[src/rtl/pmd_pkg.sv]
package pmd_pkg;
  localparam int CLS_HI = 15;
  localparam int CLS_LO = 13;
  localparam int OP_HI = 12;
  localparam int OP_LO = 10;
  localparam int LOP_HI = 11;
  localparam int DST_BIT = 9;
  localparam int SRC_HI = 8;
  localparam int SRC_LO = 7;
  localparam int MK_HI = 6;
  localparam int MK_LO = 5;
  localparam int PREG_HI = 4;
  localparam int PREG_LO = 3;
  localparam int MREG_HI = 4;
  localparam int MREG_LO = 2;
  localparam int PPTR_BIT = 2;
  localparam int UPD1_BIT = 1;
  localparam int UPD2_BIT = 0;
  localparam int MPTR_HI = 1;
  localparam int MPTR_LO = 0;
  localparam logic [1:0] DUAL_PTR = 2'h3;
  localparam logic [1:0] LEA_BAD = 2'h3;
  localparam logic [15:0] PC_RESET = 16'h0000;
  localparam logic [15:0] WORD_RESET = 16'h0000;
  localparam logic [31:0] ACC_RESET = 32'h0000_0000;
  localparam logic [15:0] STEP_INC = 16'h0001;
  localparam logic [15:0] STEP_DEC = 16'hffff;
  localparam logic [31:0] ROUND_BIAS = 32'h0000_8000;
  localparam logic [31:0] ROUND_MASK = 32'hffff_0000;
  localparam logic [15:0] LOW_ZERO = 16'h0000;

  typedef enum logic [2:0] {
    CL_ARITH, CL_LOGIC, CL_BITFIELD, CL_JUMP, CL_ADDR_LOAD, CL_MOVE, CL_PMOVE, CL_RSVD
  } pmd_class_t;

  typedef enum logic [1:0] {MK_NONE, MK_READ, MK_WRITE, MK_DUAL} pmd_mkind_t;

  typedef enum logic [2:0] {
    AM_IND, AM_POSTINC, AM_POSTDEC, AM_POSTN, AM_INDEXN, AM_OFFSET, AM_ABS, AM_RSVD
  } pmd_amode_t;

  typedef enum logic [2:0] {RG_X0, RG_Y0, RG_Y1, RG_A1, RG_B1, RG_N, RG_R0, RG_R1} pmd_reg_t;

  typedef enum logic [3:0] {
    ALU_ADD, ALU_SUB, ALU_CMP, ALU_NEG, ALU_MPY, ALU_MPYR, ALU_MAC, ALU_MACR,
    ALU_AND, ALU_OR, ALU_EOR, ALU_NOT, ALU_R12, ALU_R13, ALU_R14, ALU_R15
  } pmd_alu_op_t;

  typedef enum {ST_FIRST, ST_EXT1, ST_EXT2, ST_PDATA} pmd_state_t;
endpackage

[src/rtl/pmd_alu.sv]
`timescale 1ns/1ns
module pmd_alu import pmd_pkg::*; (
  input pmd_alu_op_t op_i,
  input wire logic [31:0] acc_i,
  input wire logic [31:0] addend_i,
  input wire logic [15:0] mul_a_i,
  input wire logic [15:0] mul_b_i,
  output logic [31:0] result_o,
  output logic write_o
);
  logic [31:0] ma;
  logic [31:0] mb;
  logic [31:0] prod;
  logic [31:0] macc;

  assign ma = {{16{mul_a_i[15]}}, mul_a_i};
  assign mb = {{16{mul_b_i[15]}}, mul_b_i};
  // Fractional product: the doubled result keeps the binary point aligned with the accumulator.
  assign prod = (ma * mb) << 1;
  assign macc = acc_i + prod;

  always_comb begin
    result_o = acc_i;
    write_o = 1'b1;
    unique case (op_i)
      ALU_ADD: result_o = acc_i + addend_i;
      ALU_SUB: result_o = acc_i - addend_i;
      ALU_CMP: begin
        result_o = acc_i - addend_i;
        write_o = 1'b0;
      end
      ALU_NEG: result_o = ACC_RESET - acc_i;
      ALU_MPY: result_o = prod;
      ALU_MPYR: result_o = (prod + ROUND_BIAS) & ROUND_MASK; // RQ3
      ALU_MAC: result_o = macc;
      ALU_MACR: result_o = (macc + ROUND_BIAS) & ROUND_MASK; // RQ3
      ALU_AND: result_o = {acc_i[31:16] & addend_i[31:16], acc_i[15:0]};
      ALU_OR: result_o = {acc_i[31:16] | addend_i[31:16], acc_i[15:0]};
      ALU_EOR: result_o = {acc_i[31:16] ^ addend_i[31:16], acc_i[15:0]};
      ALU_NOT: result_o = {~acc_i[31:16], acc_i[15:0]};
      default: write_o = 1'b0;
    endcase
  end
endmodule

[src/rtl/pmd_decoder.sv]
`timescale 1ns/1ns
// Overview of operation
// [RQ1] Arithmetic plus one memory move, one cycle.
// [RQ2] Arithmetic plus two X reads, one cycle.
// [RQ3] Dual-read multiply optionally rounds its result.
// [RQ4] Parallel moves only with arithmetic operations.
// [RQ5] Parallel moves use restricted registers and modes.
// [RQ6] Instructions span one to three words.
// [RQ7] Each extra word costs one cycle.
// [RQ8] Memory moves offer seven addressing modes.
// [RQ9] Pointer post-updates follow the memory access.
// [RQ10] ALU, transfers, decode and fetch share cycle.
// [RQ11] First transfer global bus, second secondary.
// [RQ12] Logic, bit-field, jumps use no parallel resources.
// [RQ13] Jump target is the second word.
// [RQ14] Memory write stores pre-update register value.
module pmd_decoder import pmd_pkg::*; (
  input wire logic clk_i,
  input wire logic sys_rst_i,
  output logic [15:0] program_data_bus_addr_o,
  input wire logic [15:0] program_data_bus_rdata_i,
  output logic program_data_bus_we_o,
  output logic [15:0] program_data_bus_wdata_o,
  output logic [15:0] core_global_data_bus_addr_o,
  output logic core_global_data_bus_rd_o,
  output logic core_global_data_bus_we_o,
  output logic [15:0] core_global_data_bus_wdata_o,
  input wire logic [15:0] core_global_data_bus_rdata_i,
  output logic [15:0] secondary_x_data_bus_addr_o,
  output logic secondary_x_data_bus_rd_o,
  input wire logic [15:0] secondary_x_data_bus_rdata_i,
  output logic [31:0] acc_a_o,
  output logic [31:0] acc_b_o,
  output logic done_o,
  output logic illegal_o
);
  pmd_state_t state_reg;
  logic [15:0] pc_reg;
  logic [15:0] ir_reg;
  logic [15:0] ext_reg;
  logic [15:0] x0_reg;
  logic [15:0] y0_reg;
  logic [15:0] y1_reg;
  logic [15:0] n_reg;
  logic [15:0] ptr_reg [4];
  logic [31:0] acc_a_reg;
  logic [31:0] acc_b_reg;
  logic done_reg;
  logic illegal_reg;

  logic [15:0] iw;
  pmd_class_t cls;
  pmd_mkind_t mk;
  pmd_amode_t amode;
  pmd_reg_t mreg;
  pmd_reg_t preg;
  logic long_move;
  logic bad;
  logic first_ok;
  logic ex_arith;
  logic ex_logic;
  logic ex_lea;
  logic ex_move;
  logic ex_bf;
  logic ex_pm;
  logic ex_jump;
  logic [15:0] ptr_p;
  logic [15:0] ptr_m;
  logic [15:0] mem_ea;
  logic load_en;
  pmd_reg_t load_sel;
  logic [15:0] load_val;
  logic upd_en;
  logic [1:0] upd_idx;
  logic [15:0] upd_step;
  pmd_alu_op_t alu_op;
  logic dst_b;
  logic [31:0] acc_dst;
  logic [31:0] acc_oth;
  logic [31:0] addend;
  logic [15:0] mul_a;
  logic [15:0] mul_b;
  logic [31:0] alu_res;
  logic alu_wr;
  logic alu_fire;

  function automatic logic [15:0] reg_val(input pmd_reg_t s);
    logic [15:0] v;
    v = WORD_RESET;
    unique case (s)
      RG_X0: v = x0_reg;
      RG_Y0: v = y0_reg;
      RG_Y1: v = y1_reg;
      RG_A1: v = acc_a_reg[31:16];
      RG_B1: v = acc_b_reg[31:16];
      RG_N: v = n_reg;
      RG_R0: v = ptr_reg[0];
      RG_R1: v = ptr_reg[1];
    endcase
    return v;
  endfunction

  // The first word is decoded straight off the fetch port; later words reuse the latched opcode.
  assign iw = (state_reg == ST_FIRST) ? program_data_bus_rdata_i : ir_reg; // RQ6
  assign cls = pmd_class_t'(iw[CLS_HI:CLS_LO]);
  assign mk = pmd_mkind_t'(iw[MK_HI:MK_LO]);
  assign amode = pmd_amode_t'(iw[OP_HI:OP_LO]);
  assign mreg = pmd_reg_t'(iw[MREG_HI:MREG_LO]);
  assign preg = pmd_reg_t'({1'b0, iw[PREG_HI:PREG_LO]}); // RQ5
  assign long_move = (amode == AM_OFFSET) || (amode == AM_ABS);

  assign bad = ((cls != CL_ARITH) && (mk != MK_NONE)) // RQ4
    || (cls == CL_RSVD)
    || ((cls == CL_MOVE) && (amode == AM_RSVD)) // RQ8
    || ((cls == CL_LOGIC) && iw[OP_HI])
    || ((cls == CL_ADDR_LOAD) && (iw[MPTR_HI:MPTR_LO] == LEA_BAD));
  assign first_ok = (state_reg == ST_FIRST) && !bad;
  assign ex_arith = first_ok && (cls == CL_ARITH); // RQ1 RQ2
  assign ex_logic = first_ok && (cls == CL_LOGIC);
  assign ex_lea = first_ok && (cls == CL_ADDR_LOAD);
  assign ex_move = (first_ok && (cls == CL_MOVE) && !long_move) || ((state_reg == ST_EXT1) && (cls == CL_MOVE));
  assign ex_jump = (state_reg == ST_EXT1) && (cls == CL_JUMP);
  assign ex_bf = (state_reg == ST_EXT2);
  assign ex_pm = (state_reg == ST_PDATA);

  // The first parallel transfer may only address through R0 or R1, the dual read's second through ptr_reg[DUAL_PTR]; the full move reaches every pointer.
  assign ptr_p = ptr_reg[{1'b0, iw[PPTR_BIT]}]; // RQ5
  assign ptr_m = ptr_reg[iw[MPTR_HI:MPTR_LO]];

  always_comb begin
    mem_ea = ptr_m;
    unique case (amode) // RQ8
      AM_INDEXN: mem_ea = ptr_m + n_reg;
      AM_OFFSET: mem_ea = ptr_m + program_data_bus_rdata_i;
      AM_ABS: mem_ea = program_data_bus_rdata_i;
      default: mem_ea = ptr_m;
    endcase
  end

  // Memory ports are combinational because the access completes inside the issuing cycle.
  always_comb begin
    core_global_data_bus_addr_o = WORD_RESET;
    core_global_data_bus_rd_o = 1'b0;
    core_global_data_bus_we_o = 1'b0;
    core_global_data_bus_wdata_o = WORD_RESET;
    if (ex_arith && (mk != MK_NONE)) begin // RQ11
      core_global_data_bus_addr_o = ptr_p;
      core_global_data_bus_rd_o = (mk != MK_WRITE);
      core_global_data_bus_we_o = (mk == MK_WRITE);
      core_global_data_bus_wdata_o = reg_val(preg); // RQ14
    end else if (ex_move) begin
      core_global_data_bus_addr_o = mem_ea;
      core_global_data_bus_rd_o = !iw[DST_BIT];
      core_global_data_bus_we_o = iw[DST_BIT];
      core_global_data_bus_wdata_o = reg_val(mreg);
    end else if (ex_bf) begin
      core_global_data_bus_addr_o = program_data_bus_rdata_i;
      core_global_data_bus_rd_o = 1'b1;
      core_global_data_bus_we_o = 1'b1;
      core_global_data_bus_wdata_o = core_global_data_bus_rdata_i | ext_reg;
    end
  end

  assign secondary_x_data_bus_rd_o = ex_arith && (mk == MK_DUAL); // RQ2 RQ11 RQ12
  assign secondary_x_data_bus_addr_o = secondary_x_data_bus_rd_o ? ptr_reg[DUAL_PTR] : WORD_RESET;
  // The data cycle takes its pointer from the latched opcode, so the fetch address never loops through read data.
  assign program_data_bus_addr_o = ex_pm ? ptr_reg[ir_reg[MPTR_HI:MPTR_LO]] : pc_reg; // RQ11
  assign program_data_bus_we_o = ex_pm && iw[DST_BIT];
  assign program_data_bus_wdata_o = ex_pm ? reg_val(mreg) : WORD_RESET;

  always_comb begin
    load_en = 1'b0;
    load_sel = preg;
    load_val = core_global_data_bus_rdata_i;
    if (ex_arith && ((mk == MK_READ) || (mk == MK_DUAL))) begin
      load_en = 1'b1;
    end else if (ex_move && !iw[DST_BIT]) begin
      load_en = 1'b1;
      load_sel = mreg;
    end else if (ex_pm && !iw[DST_BIT]) begin
      load_en = 1'b1;
      load_sel = mreg;
      load_val = program_data_bus_rdata_i;
    end
  end

  always_comb begin
    upd_en = 1'b0;
    upd_idx = iw[MPTR_HI:MPTR_LO];
    upd_step = STEP_INC;
    if (ex_arith && (mk != MK_NONE)) begin // RQ9
      upd_en = 1'b1;
      upd_idx = {1'b0, iw[PPTR_BIT]};
      upd_step = iw[UPD1_BIT] ? n_reg : STEP_INC;
    end else if (ex_move) begin
      upd_en = (amode == AM_POSTINC) || (amode == AM_POSTDEC) || (amode == AM_POSTN);
      upd_step = (amode == AM_POSTN) ? n_reg : ((amode == AM_POSTDEC) ? STEP_DEC : STEP_INC);
    end else if (ex_pm) begin
      upd_en = 1'b1;
    end else if (ex_lea) begin
      upd_en = 1'b1;
      upd_idx = iw[PREG_HI:PREG_LO];
      upd_step = iw[MPTR_LO] ? STEP_DEC : (iw[MPTR_HI] ? n_reg : STEP_INC);
    end
  end

  assign alu_op = (cls == CL_LOGIC) ? pmd_alu_op_t'({2'b10, iw[LOP_HI:OP_LO]})
                                    : pmd_alu_op_t'({1'b0, iw[OP_HI:OP_LO]});
  assign dst_b = iw[DST_BIT];
  assign acc_dst = dst_b ? acc_b_reg : acc_a_reg;
  assign acc_oth = dst_b ? acc_a_reg : acc_b_reg;

  always_comb begin
    addend = acc_oth;
    mul_a = x0_reg;
    mul_b = y0_reg;
    unique case (iw[SRC_HI:SRC_LO])
      2'h0: addend = {x0_reg, LOW_ZERO};
      2'h1: begin
        addend = {y0_reg, LOW_ZERO};
        mul_b = y1_reg;
      end
      2'h2: begin
        addend = {y1_reg, LOW_ZERO};
        mul_a = y0_reg;
        mul_b = y1_reg;
      end
      2'h3: begin
        addend = acc_oth;
        mul_a = y1_reg;
        mul_b = y1_reg;
      end
    endcase
  end

  pmd_alu u_alu (
    .op_i(alu_op),
    .acc_i(acc_dst),
    .addend_i(addend),
    .mul_a_i(mul_a),
    .mul_b_i(mul_b),
    .result_o(alu_res),
    .write_o(alu_wr)
  );
  assign alu_fire = (ex_arith || ex_logic) && alu_wr; // RQ1 RQ12

  always_ff @(posedge clk_i) begin
    if (sys_rst_i) begin
      state_reg <= ST_FIRST;
      pc_reg <= PC_RESET;
      ir_reg <= WORD_RESET;
      ext_reg <= WORD_RESET;
    end else begin
      unique case (state_reg)
        ST_FIRST: begin
          pc_reg <= pc_reg + STEP_INC; // RQ10
          ir_reg <= program_data_bus_rdata_i;
          if (!bad && (((cls == CL_MOVE) && long_move) || (cls == CL_JUMP) || (cls == CL_BITFIELD))) begin
            state_reg <= ST_EXT1; // RQ7
          end else if (!bad && (cls == CL_PMOVE)) begin
            state_reg <= ST_PDATA;
          end
        end
        ST_EXT1: begin
          pc_reg <= ex_jump ? program_data_bus_rdata_i : pc_reg + STEP_INC; // RQ13
          ext_reg <= program_data_bus_rdata_i;
          state_reg <= (cls == CL_BITFIELD) ? ST_EXT2 : ST_FIRST; // RQ7
        end
        ST_EXT2: begin
          pc_reg <= pc_reg + STEP_INC;
          state_reg <= ST_FIRST;
        end
        ST_PDATA: state_reg <= ST_FIRST;
      endcase
    end
  end

  // A load into a pointer overrides that pointer's post-update in the same cycle.
  always_ff @(posedge clk_i) begin
    if (sys_rst_i) begin
      for (int i = 0; i < 4; i++) begin
        ptr_reg[i] <= WORD_RESET;
      end
      n_reg <= WORD_RESET;
    end else begin
      if (upd_en) begin
        ptr_reg[upd_idx] <= ptr_reg[upd_idx] + upd_step; // RQ9
      end
      if (secondary_x_data_bus_rd_o) begin
        ptr_reg[DUAL_PTR] <= ptr_reg[DUAL_PTR] + (iw[UPD2_BIT] ? STEP_DEC : STEP_INC); // RQ9
      end
      if (load_en && (load_sel == RG_R0)) begin
        ptr_reg[0] <= load_val;
      end
      if (load_en && (load_sel == RG_R1)) begin
        ptr_reg[1] <= load_val;
      end
      if (load_en && (load_sel == RG_N)) begin
        n_reg <= load_val;
      end
    end
  end

  always_ff @(posedge clk_i) begin
    if (sys_rst_i) begin
      x0_reg <= WORD_RESET;
      y0_reg <= WORD_RESET;
      y1_reg <= WORD_RESET;
    end else begin
      if (load_en && (load_sel == RG_X0)) begin
        x0_reg <= load_val;
      end
      if (load_en && (load_sel == RG_Y0)) begin
        y0_reg <= load_val;
      end
      if (load_en && (load_sel == RG_Y1)) begin
        y1_reg <= load_val;
      end
      if (secondary_x_data_bus_rd_o) begin
        x0_reg <= secondary_x_data_bus_rdata_i; // RQ2
      end
    end
  end

  // The ALU result is written last, so it wins over a parallel load into the same accumulator.
  always_ff @(posedge clk_i) begin
    if (sys_rst_i) begin
      acc_a_reg <= ACC_RESET;
      acc_b_reg <= ACC_RESET;
    end else begin
      if (load_en && (load_sel == RG_A1)) begin
        acc_a_reg[31:16] <= load_val;
      end
      if (load_en && (load_sel == RG_B1)) begin
        acc_b_reg[31:16] <= load_val;
      end
      if (alu_fire && !dst_b) begin
        acc_a_reg <= alu_res; // RQ14
      end
      if (alu_fire && dst_b) begin
        acc_b_reg <= alu_res;
      end
    end
  end

  always_ff @(posedge clk_i) begin
    if (sys_rst_i) begin
      done_reg <= 1'b0;
      illegal_reg <= 1'b0;
    end else begin
      done_reg <= ex_arith || ex_logic || ex_lea || ex_move || ex_bf || ex_pm || ex_jump;
      illegal_reg <= (state_reg == ST_FIRST) && bad; // RQ4
    end
  end

  assign acc_a_o = acc_a_reg;
  assign acc_b_o = acc_b_reg;
  assign done_o = done_reg;
  assign illegal_o = illegal_reg;
endmodule

[config.mk]
export PLATFORM = sky130hd
export DESIGN_NAME = pmd_decoder
export DESIGN_NICKNAME = d
export VERILOG_FILES = /design/src/rtl/pmd_pkg.sv /design/src/rtl/pmd_alu.sv /design/src/rtl/pmd_decoder.sv
export SDC_FILE = /design/constraint.sdc
export NUM_CORES = 2
export LEC_CHECK = 0
export ABC_CLOCK_PERIOD_IN_PS = 35400
export CAP_MARGIN = 10
export CORE_ASPECT_RATIO = 1.75
export CORE_UTILIZATION = 30
export CTS_BUF_LIST = sky130_fd_sc_hd__clkbuf_4 sky130_fd_sc_hd__clkbuf_8 sky130_fd_sc_hd__clkbuf_16
export DETAILED_ROUTE_END_ITERATION = 10
export DONT_BUFFER_PORTS = 1
export PLACE_DENSITY_LB_ADDON = 0.25
export SETUP_SLACK_MARGIN = 0.3
export SLEW_MARGIN = 5
export SYNTH_ARGS = -nofsm -noshare
export SYNTH_HDL_FRONTEND = slang
export SYNTH_SLANG_ARGS = --single-unit
[constraint.sdc]
create_clock -name clk_i -period 35.4 [get_ports clk_i]
set_clock_uncertainty 0.15 [all_clocks]
set_input_delay 5.31 -clock clk_i [delete_from_list [all_inputs] [get_ports clk_i]]
set_output_delay 5.31 -clock clk_i [all_outputs]
set_load 0.01 [all_outputs]
==> flow_summary_export.csv <==
group,metric,value,unit
cells_and_area,layout_commonest_cell,"nand2_1",
drt,ant_nets,0,
drt,drc_errors,0,
setup_path,cp_data_required_time,35700,ps
logic_synthesis,netlist_area,34700,sq um
setup_path,reg2reg_to,"acc_b_o[28]",
die,die_area,117000,sq um
logic_synthesis,syn-num-nets,5049,
drt,wire_per_inst,29.2,um
setup_path,path_class,"in2reg",
setup_path,slowest_stage,"mux2i_1",
clock_tree,cts_tree,"yes",
logic_synthesis,synth-simple-area-share,0.201,
placed_design,pre_cts_slack,18400,ps
logic_synthesis,netlist.area_leader.share,0.150,
global_routing,grt_pass1_vias,35000,
setup_path,r2r_cells,33,
logic_synthesis,synth_top_family_by_area,"adder cells",
run_status,outcome,"complete, no violations",
min_path,hp-class,"reg2reg",
die,dieWidth,259,um
logic_synthesis,syn_avg_cell_area,7.69,sq um
drt,via_count,35100,
die,io_pins,200,
clock_tree,cts-hold-fix-buffers,0,
min_path,min_to,"ext_reg[4]",
logic_synthesis,ys_types,97,
die,rows,164,
cells_and_area,final_cell_mix,"nand2_1, nor2_1, inv_1",
logic_synthesis,synthXorXnorAreaFrac,0.0452,
setup_path,crit_arrival,16930,ps
logic_synthesis,synth_top_area_cell,"fa_1",
logic_synthesis,synthMuxAreaShare,0.0658,
logic_synthesis,seq_area_frac_synth,0.160,
setup_path,cp_max_fo,55,
global_routing,overflow,0,
logic_synthesis,ys.warnings.count,0,
job,max-cap-violations,0,
timing,finalCriticalPeriod,16630,ps
drt,drtIter0Drc,3105,
min_path,hold_depth,2,
timing,layout_setup_ws,18770,ps
drt,dr.pass1.iters,7,
setup_path,rrSetupSlack,21970,ps
logic_synthesis,ys_seq_elements,246,
logic_synthesis,synth.area.top_cells,"fa_1, dfxtp_1, ha_1",
timing,rsz0062_at_grt,"false",
die,start_util,0.303,
logic_synthesis,ys.flop_type,"dfxtp_1",
global_routing,grt_pass1_wl,246000,um
logic_synthesis,synthAdderAreaFrac,0.230,
timing,tightest_slew,1330,ps
logic_synthesis,netlist_instances,4517,
timing,relSlewSlack,0.104,
setup_path,worst_setup_path_start_kind,"input pin",
setup_path,crit_top_cell,"fa_1",
global_routing,grt_max_degree,174,
timing,tns,0,ps
cells_and_area,area_growth,7.85,%
die,fp.dieH,452,um
setup_path,reg2reg_from,"state_reg[0]",
logic_synthesis,synthArstFlopShare,0,
timing,finalSetupViolCount,0,
logic_synthesis,synth_compound_area_frac,0.226,
placed_design,io_buffers,0,
clock_tree,cts.sinks,246,
setup_path,critPathMaxStageDelay,750,ps
pwr,cellPowerDensity,41.1,nW/um^2
clock_tree,ctsResizeCount,0,
global_routing,antenna_found_initial,4,
timing,finalCritPeriodShare,0.470,
placed_design,hpwl,135000,um
clock_tree,clk_path_buf_depth,3,
cells_and_area,fillers,12400,
clock_tree,clk-insertion-delay-late,630,ps
logic_synthesis,synth_edf_count,64,
setup_path,cp-end-kind,"flop",
clock_tree,root_buffer,"clkbuf_16",
min_path,hold_path_startpoint,"ext_reg[4]",
clock_tree,htreeDepth,1,
die,core-area,115000,sq um
cells_and_area,final_layout_size_suffix_gt1_frac,0.0670,
placed_design,gp_congestion,1.02,
clock_tree,cts_made_buffers,27,
clock_tree,cts.reportedPaths.clkPinSlew,70,ps
pwr,irDropWorstVdd,0.0354,mV
drt,wl,173000,um
pwr,leakage,0.0157,uW
timing,finalHoldViolations,0,
cells_and_area,nNetsFinal,4927,
clock_tree,cts_setup_buffers,0,
cells_and_area,largest_reg_flops,64,
global_routing,grt_usage,0.289,
drt,viasPerCell,5.93,
timing,slew_violations,0,
timing,fmax,0.0601,GHz
Yosys cell counts (20+ instances only):
cell and instances:
a211oi_1 147, a21o_1 59, a21oi_1 278, a221oi_1 32, a22oi_1 24, a31oi_1 61, and2_1 51, and3_1 61
buf_1 23, buf_2 23, clkbuf_1 199, dfxtp_1 182, edfxtp_1 64, fa_1 261, ha_1 221, inv_1 381
mux2_2 36, mux2i_1 118, mux4_2 28, nand2_1 634, nand2b_1 31, nand3_1 86, nor2_1 533, nor3_1 77
o211ai_1 48, o21a_1 46, o21ai_0 203, o221ai_1 20, o22ai_1 84, or3_1 28, xnor2_1 131, xor2_1 48
worst max-delay path, delay by kind of cell:
kind                     cells  cell delay [ps]
multiplexers                 2              870
XOR/XNOR                     2              390
buffers and inverters        4             1020
AO/OA/AOI/OAI                9             3210
adder cells (fa/ha/maj)      8             3770
AND/OR/NAND/NOR              7             2290
kinds of logic (layout without fill, tap and decap cells):
kind of cell,count (synthesis),in the layout
buffers and inverters,644,543
AOI/OAI and AO/OA,1185,1185
muxes,185,185
adders and majority gates,482,482
DFF,246,246
and+or+nand+nor,1596,1596
other,0,4
xor gates and xnor gates,179,179
power by group:
| group | switching (uW) | total [uW] | leakage, uW | internal, uW |
|---|---|---|---|---|
| combinational | 584 | 895 | 0.0131 | 311 |
| sequential | 35.0 | 338 | 0.00214 | 303 |
| clock | 137 | 306 | 0.000450 | 169 |
routing by layer:
layer | share of wire | global-route usage | wire [um]
met5 | 0.000058 | 0 | 10
met4 | 0.11 | 0.264 | 19000
met3 | 0.081 | 0.0642 | 14100
met2 | 0.48 | 0.498 | 83200
met1 | 0.33 | 0.289 | 56300
per-stage QoR:
stage | hold WS, ps | util | total power [uW] | cells | cell area, sq um
6_report | 296 | 0.327 | 1540 | 5914 | 37400
2_1_floorplan | 283 | - | 922 | 4517 | 34700
4_1_cts | 297 | 0.327 | 1520 | 5909 | 37400
5_1_grt | 319 | 0.327 | 1620 | 5914 | 37400
3_5_place_dp | 287 | 0.319 | 1210 | 5859 | 36500
3_3_place_gp | 285 | 0.319 | 1210 | 5859 | 36500
area by class of cell:
type | instances | area [sq um] | share of cell area
Multi-Input combinational cell | 3627 | 26800 | 0.717
Sequential cell | 246 | 5570 | 0.149
Tap cell | 1494 | 1870 | 0.0499
Inverter | 386 | 1450 | 0.0387
Timing Repair Buffer | 107 | 811 | 0.0217
Clock buffer | 34 | 734 | 0.0196
Clock inverter | 16 | 173 | 0.00461
Antenna cell | 4 | 10.0 | 0.000267
worst max-delay path by stage:
stage | from | to | slack [ps] | cells after the start
floorplan | program_data_bus_rdata_i[7] | acc_b_o[28] | 19350 | 39
global placement | program_data_bus_rdata_i[8] | acc_a_o[28] | 18580 | 33
detailed placement | program_data_bus_rdata_i[8] | acc_b_o[28] | 18400 | 32
CTS | program_data_bus_rdata_i[8] | acc_b_o[28] | 18970 | 32
global route | program_data_bus_rdata_i[8] | acc_a_o[26] | 18260 | 33
finish | program_data_bus_rdata_i[8] | acc_b_o[28] | 18770 | 32
(Power assumes the default switching activity.)
